<file path="config.mk">
export PLATFORM = sky130hd
export DESIGN_NAME = adcsq_control
export DESIGN_NICKNAME = d
export VERILOG_FILES = /design/src/pkg/adcsq_pkg.sv /design/src/core/adcsq_tick_gen.sv /design/src/core/adcsq_mux_decode.sv /design/src/core/adcsq_control.sv
export SDC_FILE = /design/constraint.sdc
export NUM_CORES = 1
export LEC_CHECK = 0
export ABC_CLOCK_PERIOD_IN_PS = 3400
export BUFFER_PORTS_ARGS = -buffer_cell sky130_fd_sc_hd__buf_4
export CORE_MARGIN = 10
export CORE_UTILIZATION = 35
export DETAILED_ROUTE_END_ITERATION = 16
export GPL_ROUTABILITY_DRIVEN = 0
export SYNTH_ARGS = -nofsm -noshare
export SYNTH_HDL_FRONTEND = slang
export SYNTH_SLANG_ARGS = --single-unit
</file>
<file path="constraint.sdc">
create_clock -name ref_clk -period 3.4 [get_ports ref_clk]
set_clock_uncertainty 0.2 [all_clocks]
set_input_delay 0.68 -clock ref_clk [delete_from_list [all_inputs] [get_ports ref_clk]]
set_output_delay 0.68 -clock ref_clk [all_outputs]
set_load 0.02 [all_outputs]
</file>
<file path="src/pkg/adcsq_pkg.sv">
// shared constants and types for the converter sequence control
package adcsq_pkg;
    // wishbone register byte addresses
    localparam logic [7:0] ADDR_CONTROL_STATUS = 8'h00;
    localparam logic [7:0] ADDR_OPTIONS = 8'h04;
    localparam logic [7:0] ADDR_SLOT_ONE = 8'h08;
    localparam logic [7:0] ADDR_SLOT_TWO = 8'h0C;
    localparam logic [7:0] ADDR_SLOT_THREE = 8'h10;
    localparam logic [7:0] ADDR_SLOT_FOUR = 8'h14;
    // control/status field positions
    localparam int DONE_BIT = 7;
    localparam int SCAN_BIT = 5;
    localparam int MULTI_BIT = 4;
    localparam int CHAN_MSB = 3;
    // options field position, options and control reset values
    localparam int CLOCK_SELECT_BIT = 6;
    localparam logic [7:0] OPTIONS_RESET = 8'h00;
    localparam logic [7:0] CONTROL_RESET = 8'h00;
    // conversion timing in converter clock ticks, and number of result slots
    localparam int CONV_TICKS = 32;
    localparam int SAMPLE_TICKS = CONV_TICKS - 8;
    localparam int SLOTS = 4;
    // input selection codes
    localparam logic [3:0] CODE_REF_HIGH = 4'hC;
    localparam logic [3:0] CODE_REF_LOW = 4'hD;
    localparam logic [3:0] CODE_REF_HALF = 4'hE;
    // mux source routed to the analog comparator
    typedef enum logic [3:0] {
        SRC_INPUT_0, SRC_INPUT_1, SRC_INPUT_2, SRC_INPUT_3,
        SRC_INPUT_4, SRC_INPUT_5, SRC_INPUT_6, SRC_INPUT_7,
        SRC_REF_HIGH, SRC_REF_LOW, SRC_REF_HALF, SRC_NONE
    } adcsq_source_type;
    // sequencer states
    typedef enum logic [1:0] {
        ST_IDLE, ST_START, ST_SAMPLE, ST_COMPARE
    } adcsq_state_type;
endpackage

</file>
<file path="src/core/adcsq_tick_gen.sv">
// converter tick generator: system clock divider or resynchronised rc oscillator
module adcsq_tick_gen #(
    parameter int DIVIDE = 4
) (
    // clock and reset
    input wire logic ref_clk,
    input wire logic reset_n,
    // selection and sources
    input wire logic use_rc_clock,
    input wire logic rc_osc,
    // tick out
    output logic tick
);
    logic [7:0] div_reg, div_next;
    logic sync1_reg, sync2_reg, sync3_reg;
    logic tick_reg, tick_next;

    // divider count and tick decision
    always_comb begin
        div_next = div_reg;
        tick_next = 1'b0;
        if (use_rc_clock) begin
            div_next = 8'h00;
            tick_next = sync2_reg & ~sync3_reg;
        end else if (div_reg == 8'(DIVIDE - 1)) begin
            div_next = 8'h00;
            tick_next = 1'b1;
        end else begin
            div_next = div_reg + 8'h01;
        end
    end

    // registers
    always_ff @(posedge ref_clk) begin
        if (!reset_n) begin
            div_reg <= 8'h00;
            sync1_reg <= 1'b0;
            sync2_reg <= 1'b0;
            sync3_reg <= 1'b0;
            tick_reg <= 1'b0;
        end else begin
            div_reg <= div_next;
            sync1_reg <= rc_osc;
            sync2_reg <= sync1_reg;
            sync3_reg <= sync2_reg;
            tick_reg <= tick_next;
        end
    end

    assign tick = tick_reg;
endmodule

</file>
<file path="src/core/adcsq_mux_decode.sv">
// channel select decode into the analog mux source for one conversion
module adcsq_mux_decode (
    // selection
    input wire logic [3:0] channel_select_bits,
    input wire logic multi_channel_select,
    input wire logic [1:0] slot_index,
    // decoded source
    output adcsq_pkg::adcsq_source_type source
);
    logic [3:0] code;

    // multi-channel replaces the low two bits with the slot number
    always_comb begin
        code = multi_channel_select ? {channel_select_bits[3:2], slot_index} : channel_select_bits;
        if (!code[3]) begin
            source = adcsq_pkg::adcsq_source_type'({1'b0, code[2:0]});
        end else if (code == adcsq_pkg::CODE_REF_HIGH) begin
            source = adcsq_pkg::SRC_REF_HIGH;
        end else if (code == adcsq_pkg::CODE_REF_LOW) begin
            source = adcsq_pkg::SRC_REF_LOW;
        end else if (code == adcsq_pkg::CODE_REF_HALF) begin
            source = adcsq_pkg::SRC_REF_HALF;
        end else begin
            source = adcsq_pkg::SRC_NONE; // reserved codes route nothing
        end
    end
endmodule

</file>
<file path="src/core/adcsq_control.sv">
// sequence control of an eight-input successive-approximation converter with wishbone registers
//
// The Wishbone interface to the registers and the placing of the registers were left to the implementer.
module adcsq_control #(
    parameter int TICK_DIVIDE = 4
) (
    // clock and reset
    input wire logic ref_clk,
    input wire logic reset_n,
    // wishbone slave
    input wire logic wb_cyc_i,
    input wire logic wb_stb_i,
    input wire logic wb_we_i,
    input wire logic [7:0] wb_adr_i,
    input wire logic [31:0] wb_dat_i,
    input wire logic [3:0] wb_sel_i,
    output logic [31:0] wb_dat_o,
    output logic wb_ack_o,
    // analog front end
    input wire logic rc_osc,
    input wire logic comparator_out,
    output adcsq_pkg::adcsq_source_type mux_source,
    output logic sample_enable,
    output logic [7:0] dac_code
);
    adcsq_pkg::adcsq_state_type state_reg, state_next;
    logic [7:0] control_reg, control_next;
    logic [7:0] options_reg, options_next;
    logic [7:0] sar_reg, sar_next;
    logic [7:0] slot_reg [adcsq_pkg::SLOTS];
    logic [7:0] slot_next [adcsq_pkg::SLOTS];
    logic [1:0] slot_idx_reg, slot_idx_next;
    logic [2:0] bit_idx_reg, bit_idx_next;
    logic [4:0] tick_cnt_reg, tick_cnt_next;
    logic ack_reg, ack_next;
    logic [31:0] rdata_reg, rdata_next;
    logic tick;
    logic bus_req, ctl_write, opt_write, low_lane;
    adcsq_pkg::adcsq_source_type decoded_source;

    // converter clock source
    adcsq_tick_gen #(
        .DIVIDE(TICK_DIVIDE)
    ) u_tick (
        .ref_clk(ref_clk),
        .reset_n(reset_n),
        .use_rc_clock(options_reg[adcsq_pkg::CLOCK_SELECT_BIT]),
        .rc_osc(rc_osc),
        .tick(tick)
    );

    // input selection for the slot being converted
    adcsq_mux_decode u_decode (
        .channel_select_bits(control_reg[adcsq_pkg::CHAN_MSB:0]),
        .multi_channel_select(control_reg[adcsq_pkg::MULTI_BIT]),
        .slot_index(slot_idx_reg),
        .source(decoded_source)
    );

    // bus request qualification
    assign bus_req = wb_cyc_i & wb_stb_i & ~ack_reg;
    assign low_lane = wb_sel_i[0];
    assign ctl_write = bus_req & wb_we_i & low_lane & (wb_adr_i == adcsq_pkg::ADDR_CONTROL_STATUS);
    assign opt_write = bus_req & wb_we_i & low_lane & (wb_adr_i == adcsq_pkg::ADDR_OPTIONS);

    // read decode; unmapped addresses read zero
    always_comb begin
        rdata_next = rdata_reg;
        ack_next = bus_req;
        if (bus_req && !wb_we_i) begin
            if (wb_adr_i == adcsq_pkg::ADDR_CONTROL_STATUS) begin
                rdata_next = {24'h000000, control_reg & 8'hBF}; // bit 6 reads zero
            end else if (wb_adr_i == adcsq_pkg::ADDR_OPTIONS) begin
                rdata_next = {24'h000000, options_reg};
            end else if (wb_adr_i == adcsq_pkg::ADDR_SLOT_ONE) begin
                rdata_next = {24'h000000, slot_reg[0]};
            end else if (wb_adr_i == adcsq_pkg::ADDR_SLOT_TWO) begin
                rdata_next = {24'h000000, slot_reg[1]};
            end else if (wb_adr_i == adcsq_pkg::ADDR_SLOT_THREE) begin
                rdata_next = {24'h000000, slot_reg[2]};
            end else if (wb_adr_i == adcsq_pkg::ADDR_SLOT_FOUR) begin
                rdata_next = {24'h000000, slot_reg[3]};
            end else begin
                rdata_next = 32'h00000000;
            end
        end
    end

    // sequencer and register next state
    always_comb begin
        state_next = state_reg;
        control_next = control_reg;
        options_next = options_reg;
        sar_next = sar_reg;
        slot_next = slot_reg;
        slot_idx_next = slot_idx_reg;
        bit_idx_next = bit_idx_reg;
        tick_cnt_next = tick_cnt_reg;
        if (opt_write) begin
            options_next = wb_dat_i[7:0] & 8'h40;
        end
        if (ctl_write) begin
            // done flag is read-only and cleared by the write
            control_next = {1'b0, 1'b0, wb_dat_i[5:0]};
            state_next = adcsq_pkg::ST_START;
            slot_idx_next = 2'b00;
        end else begin
            case (state_reg)
                adcsq_pkg::ST_IDLE: begin
                end
                adcsq_pkg::ST_START: begin
                    // two cycles after the write, sampling begins
                    state_next = adcsq_pkg::ST_SAMPLE;
                    tick_cnt_next = 5'd0;
                    sar_next = 8'h80;
                    bit_idx_next = 3'd7;
                end
                adcsq_pkg::ST_SAMPLE: begin
                    if (tick) begin
                        if (tick_cnt_reg == 5'(adcsq_pkg::SAMPLE_TICKS - 1)) begin
                            state_next = adcsq_pkg::ST_COMPARE;
                        end
                        tick_cnt_next = tick_cnt_reg + 5'd1;
                    end
                end
                adcsq_pkg::ST_COMPARE: begin
                    if (tick) begin
                        tick_cnt_next = tick_cnt_reg + 5'd1;
                        // keep the trial bit when input is at or above it, then try the next one
                        sar_next[bit_idx_reg] = comparator_out;
                        if (bit_idx_reg != 3'd0) begin
                            sar_next[bit_idx_reg - 3'd1] = 1'b1;
                            bit_idx_next = bit_idx_reg - 3'd1;
                        end else begin
                            // slot write lands on a clock edge; read data is registered, so a read never tears
                            slot_next[slot_idx_reg] = {sar_reg[7:1], comparator_out};
                            slot_idx_next = slot_idx_reg + 2'd1;
                            if (slot_idx_reg == 2'd3) begin
                                control_next[adcsq_pkg::DONE_BIT] = 1'b1;
                            end
                            if (slot_idx_reg == 2'd3 && !control_reg[adcsq_pkg::SCAN_BIT]) begin
                                state_next = adcsq_pkg::ST_IDLE;
                            end else begin
                                state_next = adcsq_pkg::ST_START;
                            end
                        end
                    end
                end
                default: state_next = adcsq_pkg::ST_IDLE;
            endcase
        end
    end

    // registers update
    always_ff @(posedge ref_clk) begin
        if (!reset_n) begin
            state_reg <= adcsq_pkg::ST_IDLE;
            control_reg <= adcsq_pkg::CONTROL_RESET;
            options_reg <= adcsq_pkg::OPTIONS_RESET;
            sar_reg <= 8'h00;
            slot_idx_reg <= 2'b00;
            bit_idx_reg <= 3'd7;
            tick_cnt_reg <= 5'd0;
            ack_reg <= 1'b0;
            rdata_reg <= 32'h00000000;
            for (int i = 0; i < adcsq_pkg::SLOTS; i++) begin
                slot_reg[i] <= 8'h00;
            end
        end else begin
            state_reg <= state_next;
            control_reg <= control_next;
            options_reg <= options_next;
            sar_reg <= sar_next;
            slot_idx_reg <= slot_idx_next;
            bit_idx_reg <= bit_idx_next;
            tick_cnt_reg <= tick_cnt_next;
            ack_reg <= ack_next;
            rdata_reg <= rdata_next; // read data is captured in its own cycle, so a slot write never tears it
            slot_reg <= slot_next;
        end
    end

    // outputs
    assign wb_ack_o = ack_reg;
    assign wb_dat_o = rdata_reg;
    assign mux_source = decoded_source;
    assign sample_enable = (state_reg == adcsq_pkg::ST_SAMPLE);
    assign dac_code = sar_reg;
endmodule

</file>
==> results of run 1 <==
critical path, stage by stage:
cell	delay, ps
sky130_fd_sc_hd__buf_4	110
sky130_fd_sc_hd__or4_4	600
sky130_fd_sc_hd__or4_4	680
sky130_fd_sc_hd__nand3_4	260
sky130_fd_sc_hd__mux2i_1	240
cells in the mapped netlist, drive strengths merged (8+ instances only):
library cell,n
ha,8
inv,16
a21o,14
nor2,31
dfxtp,81
o21ai,16
nand2,66
o32ai,8
nand3,12
mux2i,35
nor3,12
clkbuf,17
buf,33
o22ai,8
a21oi,18
cell type report:
type | instances | area, µm² | share of cell area (%)
clock buffers | 9 | 225.2 | 4.726
clock inverters | 7 | 78.83 | 1.654
inverters | 16 | 60.06 | 1.260
multi-input cells | 340 | 2196 | 46.08
flip-flops and latches | 81 | 1622 | 34.02
well taps | 143 | 178.9 | 3.754
repair buffers | 54 | 405.4 | 8.506
power by group:
group	switching, mW	leakage [nW]	internal (mW)
Sequential	0.00519	0.653	0.955
Clock	0.405	0.139	0.575
Combinational	0.0754	1.21	0.0362
Total	0.485	2.00	1.57
layer usage:
metal / vias to the layer above / global-route usage, % / routed length (µm)
met5: - / 0 / 0
li1: 1690 / - / -
met4: 0 / 3.311 / 131
met3: 10 / 3.474 / 563
met2: 82 / 19.03 / 4600
met1: 1638 / 16.41 / 4984
logic make-up (layout without fill, tap and decap cells):
| logic type | count (synthesis) | in the layout | synth area share, % |
|---|---|---|---|
| AND/OR/NAND/NOR | 163 | 163 | 20.75 |
| multiplexers | 38 | 38 | 9.383 |
| adder cells (fa/ha/maj) | 8 | 8 | 2.445 |
| other | 1 | 24 | 0.09160 |
| AO/OA/AOI/OAI | 100 | 100 | 17.21 |
| flip-flops | 81 | 81 | 39.61 |
| buffers and inverters | 66 | 86 | 9.016 |
| XOR/XNOR | 7 | 7 | 1.498 |
stage by stage:
| step | power, mW | std cells |
|---|---|---|
| 3_3_place_gp | 1.090 | 634 |
| 2_1_floorplan | 1.073 | 487 |
| 4_1_cts | 2.067 | 650 |
| 3_5_place_dp | 1.091 | 634 |
| 6_report | 2.052 | 650 |
| 5_1_grt | 2.118 | 650 |
how the worst min path moves through the flow:
stage,cells after the start,slack (ps),endpoint,startpoint
after floorplan,1,210,u_tick.sync2_reg,u_tick.sync1_reg
after global placement,1,230,u_tick.sync2_reg,u_tick.sync1_reg
after detailed placement,1,230,u_tick.sync2_reg,u_tick.sync1_reg
after CTS,1,240,u_tick.sync2_reg,u_tick.sync1_reg
after global routing,1,260,u_tick.sync2_reg,u_tick.sync1_reg
final,1,240,u_tick.sync2_reg,u_tick.sync1_reg
==> parameters.txt, run 1 <==
Parameter                              Value

Run status
  Outcome    finished clean

Floorplanning
  DIE AREA    0.01642 mm²
  Core Region    0.01142 mm²
  Row count    39
  Horizontal die dimension    128.2 µm
  Die H    128.2 µm
  Starting density of the core    35.85%
  Number of primary I/O pins    97

Synth
  Synth warn    0
  Register area share after synthesis    39.61%
  Flop and latch count out of synthesis    81
  Avg Cell Area, Syn    8.823 µm²
  Number of flops mapped to enable cells by yosys    0
  Cell type with the highest aggregate area in the netlist    sky130_fd_sc_hd__dfxtp_1
  Portion of synthesized cell area occupied by the leading cell type    39.61%
  Area contributors post-synth    sky130_fd_sc_hd__dfxtp_1 (40%), sky130_fd_sc_hd__mux2i_1 (8.6%), sky130_fd_sc_hd__nand2_1 (6.0%)
  Number of cells produced by synthesis    464
  Unique masters post-synth    58
  Proportion of synthesized flip-flops having asynchronous set or reset    0%
  Most used flip-flop cell after synthesis    sky130_fd_sc_hd__dfxtp_1
  Synthesized area    0.004094 mm²

STA
  Hold Vio Cnt, Final    0
  Worst-case setup margin in the final layout    877.4 ps
  Fmax achieved    396.4 MHz
  Final max-slew violation count    0
  Share of the clock period used by the worst path after layout    74.19%
  Max-slew headroom    57.37%
  Min Clock Period, post-route    2523 ps
  Total negative slack for setup checks    0 ps
  Worst Max-Slew Pin Slew    632.8 ps
  Minimum hold slack    239.9 ps
  Setup repair after global routing missed its margin    no
  Setup violators final    0

Final layout
  Final-layout fill cell count    1145
  Share of layout cells above drive strength 1    17.36%
  Area growth, synth to finish    16.41%
  Fin area    0.004766 mm²
  Number of diodes    0
  Most frequent cells in the layout    sky130_fd_sc_hd__dfxtp_1 (81), sky130_fd_sc_hd__nand2_1 (65), sky130_fd_sc_hd__buf_4 (54)
  Final #Nets    561
  Most frequent standard cell in the layout excluding fill and tap cells    sky130_fd_sc_hd__dfxtp_1
  Final core utilization    41.74%
  Max reg flops    32

Critical path
  Reg2Reg Depth    7
  CP Launch Point    wb_adr_i[1]
  Endpoint of the lowest-slack register-to-register path    dac_code[1]
  Kind of end point of the critical path    flip-flop
  Crit Reg-Reg Startpoint    bit_idx_reg[0]
  Type of the worst setup path    in2reg
  Timing endpoint of the critical path    slot_reg[2]
  Required time at the endpoint of the critical path    3460 ps
  Data arrival, critical path    2580 ps
  Maximum fanout encountered on the critical timing path    18
  Crit start category    input port
  Reg2reg setup slack    1270 ps

Power and ir drop
  Pleak    2.000 nW
  Pwr dens    430.5 mW/mm²
  Worst supply voltage drop on vdd    274.9 µV

Global route
  Global-route total usage across every layer    12.32%
  Maximum number of pins on one net before global-route repair    38
  Antenna violations before repair    0
  Total grt overflow    0
  Number of global-route vias before repair    3400
  Global-route wire length before repair    16.80 mm

Clocking
  CTS tree    built
  Cells resized by post-CTS repair    0
  Clock sink total    81
  Deepest clock path buffer count    2
  Number of buffers created by CTS    9
  Total of hold buffers inserted after clock tree synthesis    0
  Clock slew at reported path FFs    60 ps
  Number of setup buffers added after CTS    0
  Library cell used as clock root buffer    sky130_fd_sc_hd__clkbuf_16
  Latest clock arrival within the worst-skew pair    340 ps
  Number of H-tree levels    3

Place
  Placed inst area    0.004462 mm²
  Buffers added on ports    44
  Pre-CTS worst setup slack    516.4 ps
  Estimated wirelength of the detail-placed design    7.601 mm

Routing
  Remaining antenna violation count after routing    0
  Detailed-router iteration count before antenna repair    4
  Routed wire length    10.28 mm
  Total via count in the routed design    3420
  Mean routed wirelength per cell    15.82 µm
  Iteration-0 DRC Markers    277
  Routed via count divided by cell count    5.262
  Post-detailed-route DRC marker count    0

Job
  Max-cap violations    0

Hold path
  Worst hold path type    reg2reg
(Power assumes the default switching activity.)
==> run 2, diff against run 1 <==
ABC_CLOCK_PERIOD_IN_PS = 2110   (was 3400)
clock period = 2.11 ns   (was 3.4 ns; I/O delays follow)
==> run 2 against run 1 <==
Effect of this change: flip-flop and latch count is the same; non-clock buffer count grew 21; combinational power grew 74%; critical path depth grew 1; die area is the same; via count grew 2.0%; design area grew 3.7%; sequential share of layout area shrank 1.2 points; worst setup slack lost 830 ps; clock power grew 51%; first-iteration DRC count shrank 6.1%; wire length grew 2.6%; critical path type unchanged; critical endpoint is now slot_reg[19].
==> parameters.txt, run 2 (same netlist as run 1, synthesis figures left out) <==
Parameter                              Value

Final layout
  Most frequent standard cell in the layout excluding fill and tap cells    sky130_fd_sc_hd__dfxtp_1
  Max reg flops    32
  Final core utilization    43.29%
  Number of diodes    0
  Most frequent cells in the layout    sky130_fd_sc_hd__dfxtp_1 (81), sky130_fd_sc_hd__buf_4 (71), sky130_fd_sc_hd__nand2_1 (65)
  Count of placed standard cells in the final layout, fillers left out    671
  Share of layout cells above drive strength 1    20.83%
  Area growth, synth to finish    20.75%
  Final #Nets    582

Global route
  Global-route wire length before repair    16.76 mm
  Maximum number of pins on one net before global-route repair    33
  Global-route total usage across every layer    12.36%
  Number of global-route vias before repair    3342
  Total grt overflow    0
  Antenna violations before repair    0

Job
  Max-cap violations    0

STA
  Minimum hold slack    102.7 ps
  Total negative slack for setup checks    0 ps
  Hold Vio Cnt, Final    0
  Max-slew headroom    57.02%
  Share of the clock period used by the worst path after layout    97.78%
  Setup repair after global routing missed its margin    no
  Final max-slew violation count    0
  Setup violators final    0
  Min Clock Period, post-route    2063 ps
  Fmax achieved    484.7 MHz
  Worst Max-Slew Pin Slew    643.4 ps

Power and ir drop
  Pleak    2.127 nW
  Worst supply voltage drop on vdd    416.3 µV
  Pwr dens    651.1 mW/mm²

Critical path
  Timing endpoint of the critical path    slot_reg[19]
  CP Launch Point    wb_adr_i[2]
  Endpoint of the lowest-slack register-to-register path    slot_reg[19]
  Maximum fanout encountered on the critical timing path    8
  Crit Reg-Reg Startpoint    wb_ack_o
  Required time at the endpoint of the critical path    2170 ps
  Reg2Reg Depth    5
  Type of the worst setup path    in2reg
  Data arrival, critical path    2130 ps
  Kind of end point of the critical path    flip-flop
  Reg2reg setup slack    180 ps
  Crit start category    input port

Place
  Inst Count DP    652
  Buffers added on ports    44
  Estimated wirelength of the detail-placed design    7.883 mm

Clocking
  Deepest clock path buffer count    2
  Number of H-tree levels    3
  Latest clock arrival within the worst-skew pair    330 ps
  CTS tree    built
  Library cell used as clock root buffer    sky130_fd_sc_hd__clkbuf_16
  Number of buffers created by CTS    9
  Clock slew at reported path FFs    70 ps
  Clock sink total    81

Routing
  Routed wire length    10.55 mm
  Mean routed wirelength per cell    15.72 µm
  Remaining antenna violation count after routing    0
  Routed via count divided by cell count    5.200
  Detail Route met3 WL    617 µm
  Post-detailed-route DRC marker count    0
  Iteration-0 DRC Markers    260
  Max layer used    met4
  Met2 WL    4.983 mm
  Wire length on met1    4.842 mm
  Total via count in the routed design    3489
  Detailed-router iteration count before antenna repair    5

Floorplanning
  Number of primary I/O pins    97
  Starting density of the core    35.85%
  Row count    39
  Horizontal die dimension    128.2 µm
  Die H    128.2 µm
  Core Region    0.01142 mm²
  DIE AREA    0.01642 mm²

Hold path
  Worst hold path type    in2reg

Run status
  Outcome    finished clean
-- run 2: cell count changes in the layout (fill, tap and decap cells not counted), sizes merged --
cell	before	now
inv	18	21
bufinv	1	0
buf	54	74
clkbuf	9	10
clkinv	1	2
clkinvlp	3	0
-- run 2: how the worst min path moves through the flow --
stage | from | end | cells after the start
finish | rc_osc | u_tick.sync1_reg | 2
global route | rc_osc | u_tick.sync1_reg | 2
CTS | rc_osc | u_tick.sync1_reg | 2
detailed placement | u_tick.sync1_reg | u_tick.sync2_reg | 1
global placement | u_tick.div_reg[0] | u_tick.div_reg[0] | 1
floorplan | u_tick.sync1_reg | u_tick.sync2_reg | 1
-- run 2: report_power, final --
group / internal (mW) / switching, mW / total, mW / leakage [nW]
registers: 1.54 / 0.00795 / 1.55 / 0.653
clock network: 0.822 / 0.655 / 1.48 / 0.143
logic: 0.0700 / 0.125 / 0.195 / 1.33
total: 2.43 / 0.788 / 3.22 / 2.13
-- run 2: repair_timing --
item / 4_1_cts / 5_1_grt
endpoints found under the setup margin: 40 / 30
pin swaps: 1 / 3
setup buffers: 0 / 3
hold buffers: 0 / 0
gates resized for setup: 0 / 4
-- run 2: through the flow --
step                      worst slack (ps)  instance area (µm²)  power, mW
final                                46.74                 4943      3.219
after global routing                 3.003                 4943      3.335
after CTS                            7.053                 4888      3.257
after detailed placement            -397.7                 4603      1.771
after global placement              -349.6                 4603      1.769
after floorplan                     -173.2                 4194      1.729
-- run 2: critical path, cell delays in order --
cell and delay (ps):
sky130_fd_sc_hd__buf_4 110, sky130_fd_sc_hd__or4_4 510, sky130_fd_sc_hd__or4_4 520, sky130_fd_sc_hd__buf_12 170, sky130_fd_sc_hd__nand3_4 180, sky130_fd_sc_hd__mux2i_1 210
-- run 2: routing by layer --
| layer | vias to the layer above | global-route usage [%] |
|---|---|---|
| met5 | - | 0 |
| li1 | 1744 | - |
| met2 | 84 | 19.69 |
| met4 | 0 | 2.450 |
| met3 | 11 | 3.888 |
| met1 | 1650 | 16.04 |
-- run 2: layout make-up --
| class | instances | area, µm² |
|---|---|---|
| Fill cell | 1149 | 6475 |
| Multi-Input combinational cell | 340 | 2215 |
| Sequential cell | 81 | 1622 |
| Timing Repair Buffer | 75 | 583.1 |
| Clock buffer | 9 | 225.2 |
| Tap cell | 143 | 178.9 |
| Clock inverter | 7 | 60.06 |
| Inverter | 16 | 60.06 |
==> run 3, diff against run 2 <==
CORE_MARGIN = 8   (was 10)
==> run 3 against run 2 <==
Effect of this change: critical path depth increased by 1; wire length increased by 0.67%; maximum frequency fell by 1.5%; clock-buffer cell count increased by 3; core utilization is 0.31 points lower; clock power fell by 4%; sequential power hardly changed; largest power group unchanged.
==> parameters.txt, run 3 (same netlist as run 1, synthesis figures left out) <==
Parameter                              Value

Run status
  Outcome    finished clean

STA
  Final max-slew violation count    0
  Min Clock Period, post-route    2095 ps
  Max-slew headroom    57.96%
  Worst-case setup margin in the final layout    15.36 ps
  Share of the clock period used by the worst path after layout    99.27%
  Worst Max-Slew Pin Slew    629.3 ps
  Setup violators final    0
  Hold Vio Cnt, Final    0
  Total negative slack for setup checks    0 ps
  Fmax achieved    477.4 MHz
  Setup repair after global routing missed its margin    yes

Critical path
  Type of the worst setup path    in2reg
  Reg2reg setup slack    120 ps
  Cells along the critical path    buf_4, or4_4, or4_4, buf_12, buf_4, a21oi_2, o22ai_1
  Cell with the biggest individual delay on the critical path    sky130_fd_sc_hd__or4_4
  Max stage delay on crit path    520 ps
  Crit start category    input port
  Maximum fanout encountered on the critical timing path    5
  Endpoint of the lowest-slack register-to-register path    tick_cnt_reg[0]
  Data arrival, critical path    2100 ps
  Crit Reg-Reg Startpoint    wb_ack_o
  Kind of end point of the critical path    flip-flop
  Required time at the endpoint of the critical path    2120 ps
  Reg2Reg Depth    6

Final layout
  Final core utilization    42.99%
  Most frequent standard cell in the layout excluding fill and tap cells    sky130_fd_sc_hd__dfxtp_1
  Share of layout cells above drive strength 1    19.85%
  Total area of multi-input combinational cells    0.002215 mm²
  Area growth, synth to finish    19.90%
  Final-layout fill cell count    1117
  Max reg flops    32
  Most frequent cells in the layout    sky130_fd_sc_hd__dfxtp_1 (81), sky130_fd_sc_hd__buf_4 (69), sky130_fd_sc_hd__nand2_1 (65)
  Sequential standard cell area    0.001622 mm²
  Count of placed standard cells in the final layout, fillers left out    667
  Fin area    0.004908 mm²
  Number of diodes    0
  Final #Nets    579

Place
  Estimated wirelength of the detail-placed design    7.737 mm
  Placed inst area    0.004593 mm²
  Pre-CTS worst setup slack    -359.5 ps
  Buffers added on ports    44
  Inst Count DP    649

Floorplanning
  Number of primary I/O pins    97
  Horizontal die dimension    124.2 µm
  Die H    124.2 µm
  Row count    39
  DIE AREA    0.01541 mm²
  Core Region    0.01142 mm²
  Starting density of the core    35.85%

Power and ir drop
  Pleak    2.101 nW
  Clock power share    44.9%
  Combinational Power Share    6.1%
  Sw frac    23.15%
  Cell internal power dissipation    2.427 mW
  Flop pwr share    49.0%
  Pwr dens    643.4 mW/mm²
  Worst supply voltage drop on vdd    410.4 µV
  Total net switching power    731.2 µW

Hold path
  End point of the worst hold path    u_tick.sync1_reg
  Hold path start    rc_osc
  Worst hold path type    in2reg
  Worst hold path cell count    2

Clocking
  Latest clock arrival within the worst-skew pair    330 ps
  Total of hold buffers inserted after clock tree synthesis    0
  Number of H-tree levels    3
  Deepest clock path buffer count    2
  Library cell used as clock root buffer    sky130_fd_sc_hd__clkbuf_16
  Clock sink total    81
  CTS tree    built
  Clock slew at reported path FFs    60 ps
  Number of buffers created by CTS    9

Routing
  Post-detailed-route DRC marker count    0
  Routed via count divided by cell count    5.168
  Iteration-0 DRC Markers    274
  Mean routed wirelength per cell    15.92 µm
  Remaining antenna violation count after routing    0
  Detailed-router iteration count before antenna repair    4
  Routed wire length    10.62 mm
  Total via count in the routed design    3447

Global route
  Maximum number of pins on one net before global-route repair    44
  Number of global-route vias before repair    3351
  Antenna violations before repair    0
  Total grt overflow    0
  Global-route total usage across every layer    14.00%
  Global-route wire length before repair    16.92 mm

Job
  Max-cap violations    0
[run 3: changes by cell type in the layout (fill, tap and decap cells not counted), sizes merged]
cell	before	now
clkbuf	10	12
clkinvlp	0	1
buf	74	72
inv	21	16
[run 3: worst max-delay path by stage]
stage | from | endpoint | slack, ps | cells past startpoint
2_1_floorplan | wb_adr_i[1] | tick_cnt_reg[0] | -170 | 7
3_3_place_gp | wb_adr_i[3] | dac_code[1] | -350 | 5
3_5_place_dp | wb_adr_i[3] | tick_cnt_reg[0] | -360 | 6
4_1_cts | wb_adr_i[1] | tick_cnt_reg[0] | 10 | 6
5_1_grt | wb_adr_i[3] | slot_reg[7] | -30 | 6
6_report | wb_adr_i[3] | tick_cnt_reg[0] | 20 | 7
[run 3: stage by stage]
step | hold WS [ps] | total power, mW
finish | 101.2 | 3.158
global route | 99.80 | 3.277
CTS | 93.09 | 3.190
detailed placement | 235.8 | 1.770
global placement | 226.9 | 1.768
floorplan | 211.9 | 1.729
[run 3: area by class of cell]
cell class,count,share of cell area (%)
Multi-Input combinational cell,340,45.12
Clock inverter,3,0.3569
Inverter,16,1.224
Timing Repair Buffer,72,11.60
Tap cell,143,3.645
Sequential cell,81,33.04
Clock buffer,12,5.022
[run 3: metal layers]
layer | vias to the layer above | share of wire (%) | track usage [%]
met5 | - | 0 | 0
met4 | 0 | 1.7 | 4.684
met3 | 14 | 5.9 | 3.626
met2 | 92 | 45 | 22.10
met1 | 1618 | 47 | 18.19
li1 | 1723 | - | -
[run 3: worst max-delay path: cells and delay by family]
kind            cells  cell delay, ps
simple gates        2            1040
compound gates      2             220
buf+inv             3             400
[run 3: repair_timing]
| action | CTS | global route |
|---|---|---|
| setup endpoints to repair | 3 | 32 |
| gates resized for setup | 0 | 4 |
| pin swaps | 1 | 3 |
| setup buffers | 0 | 3 |
[run 3: power by group through the flow]
| stage | combinational (mW) | sequential [mW] | clock [mW] |
|---|---|---|---|
| final | 0.192 | 1.55 | 1.42 |
| after global routing | 0.212 | 1.55 | 1.52 |
| after CTS | 0.190 | 1.55 | 1.45 |
| after detailed placement | 0.189 | 1.58 | 0 |
| after global placement | 0.187 | 1.58 | 0 |
| after floorplan | 0.148 | 1.58 | 0 |
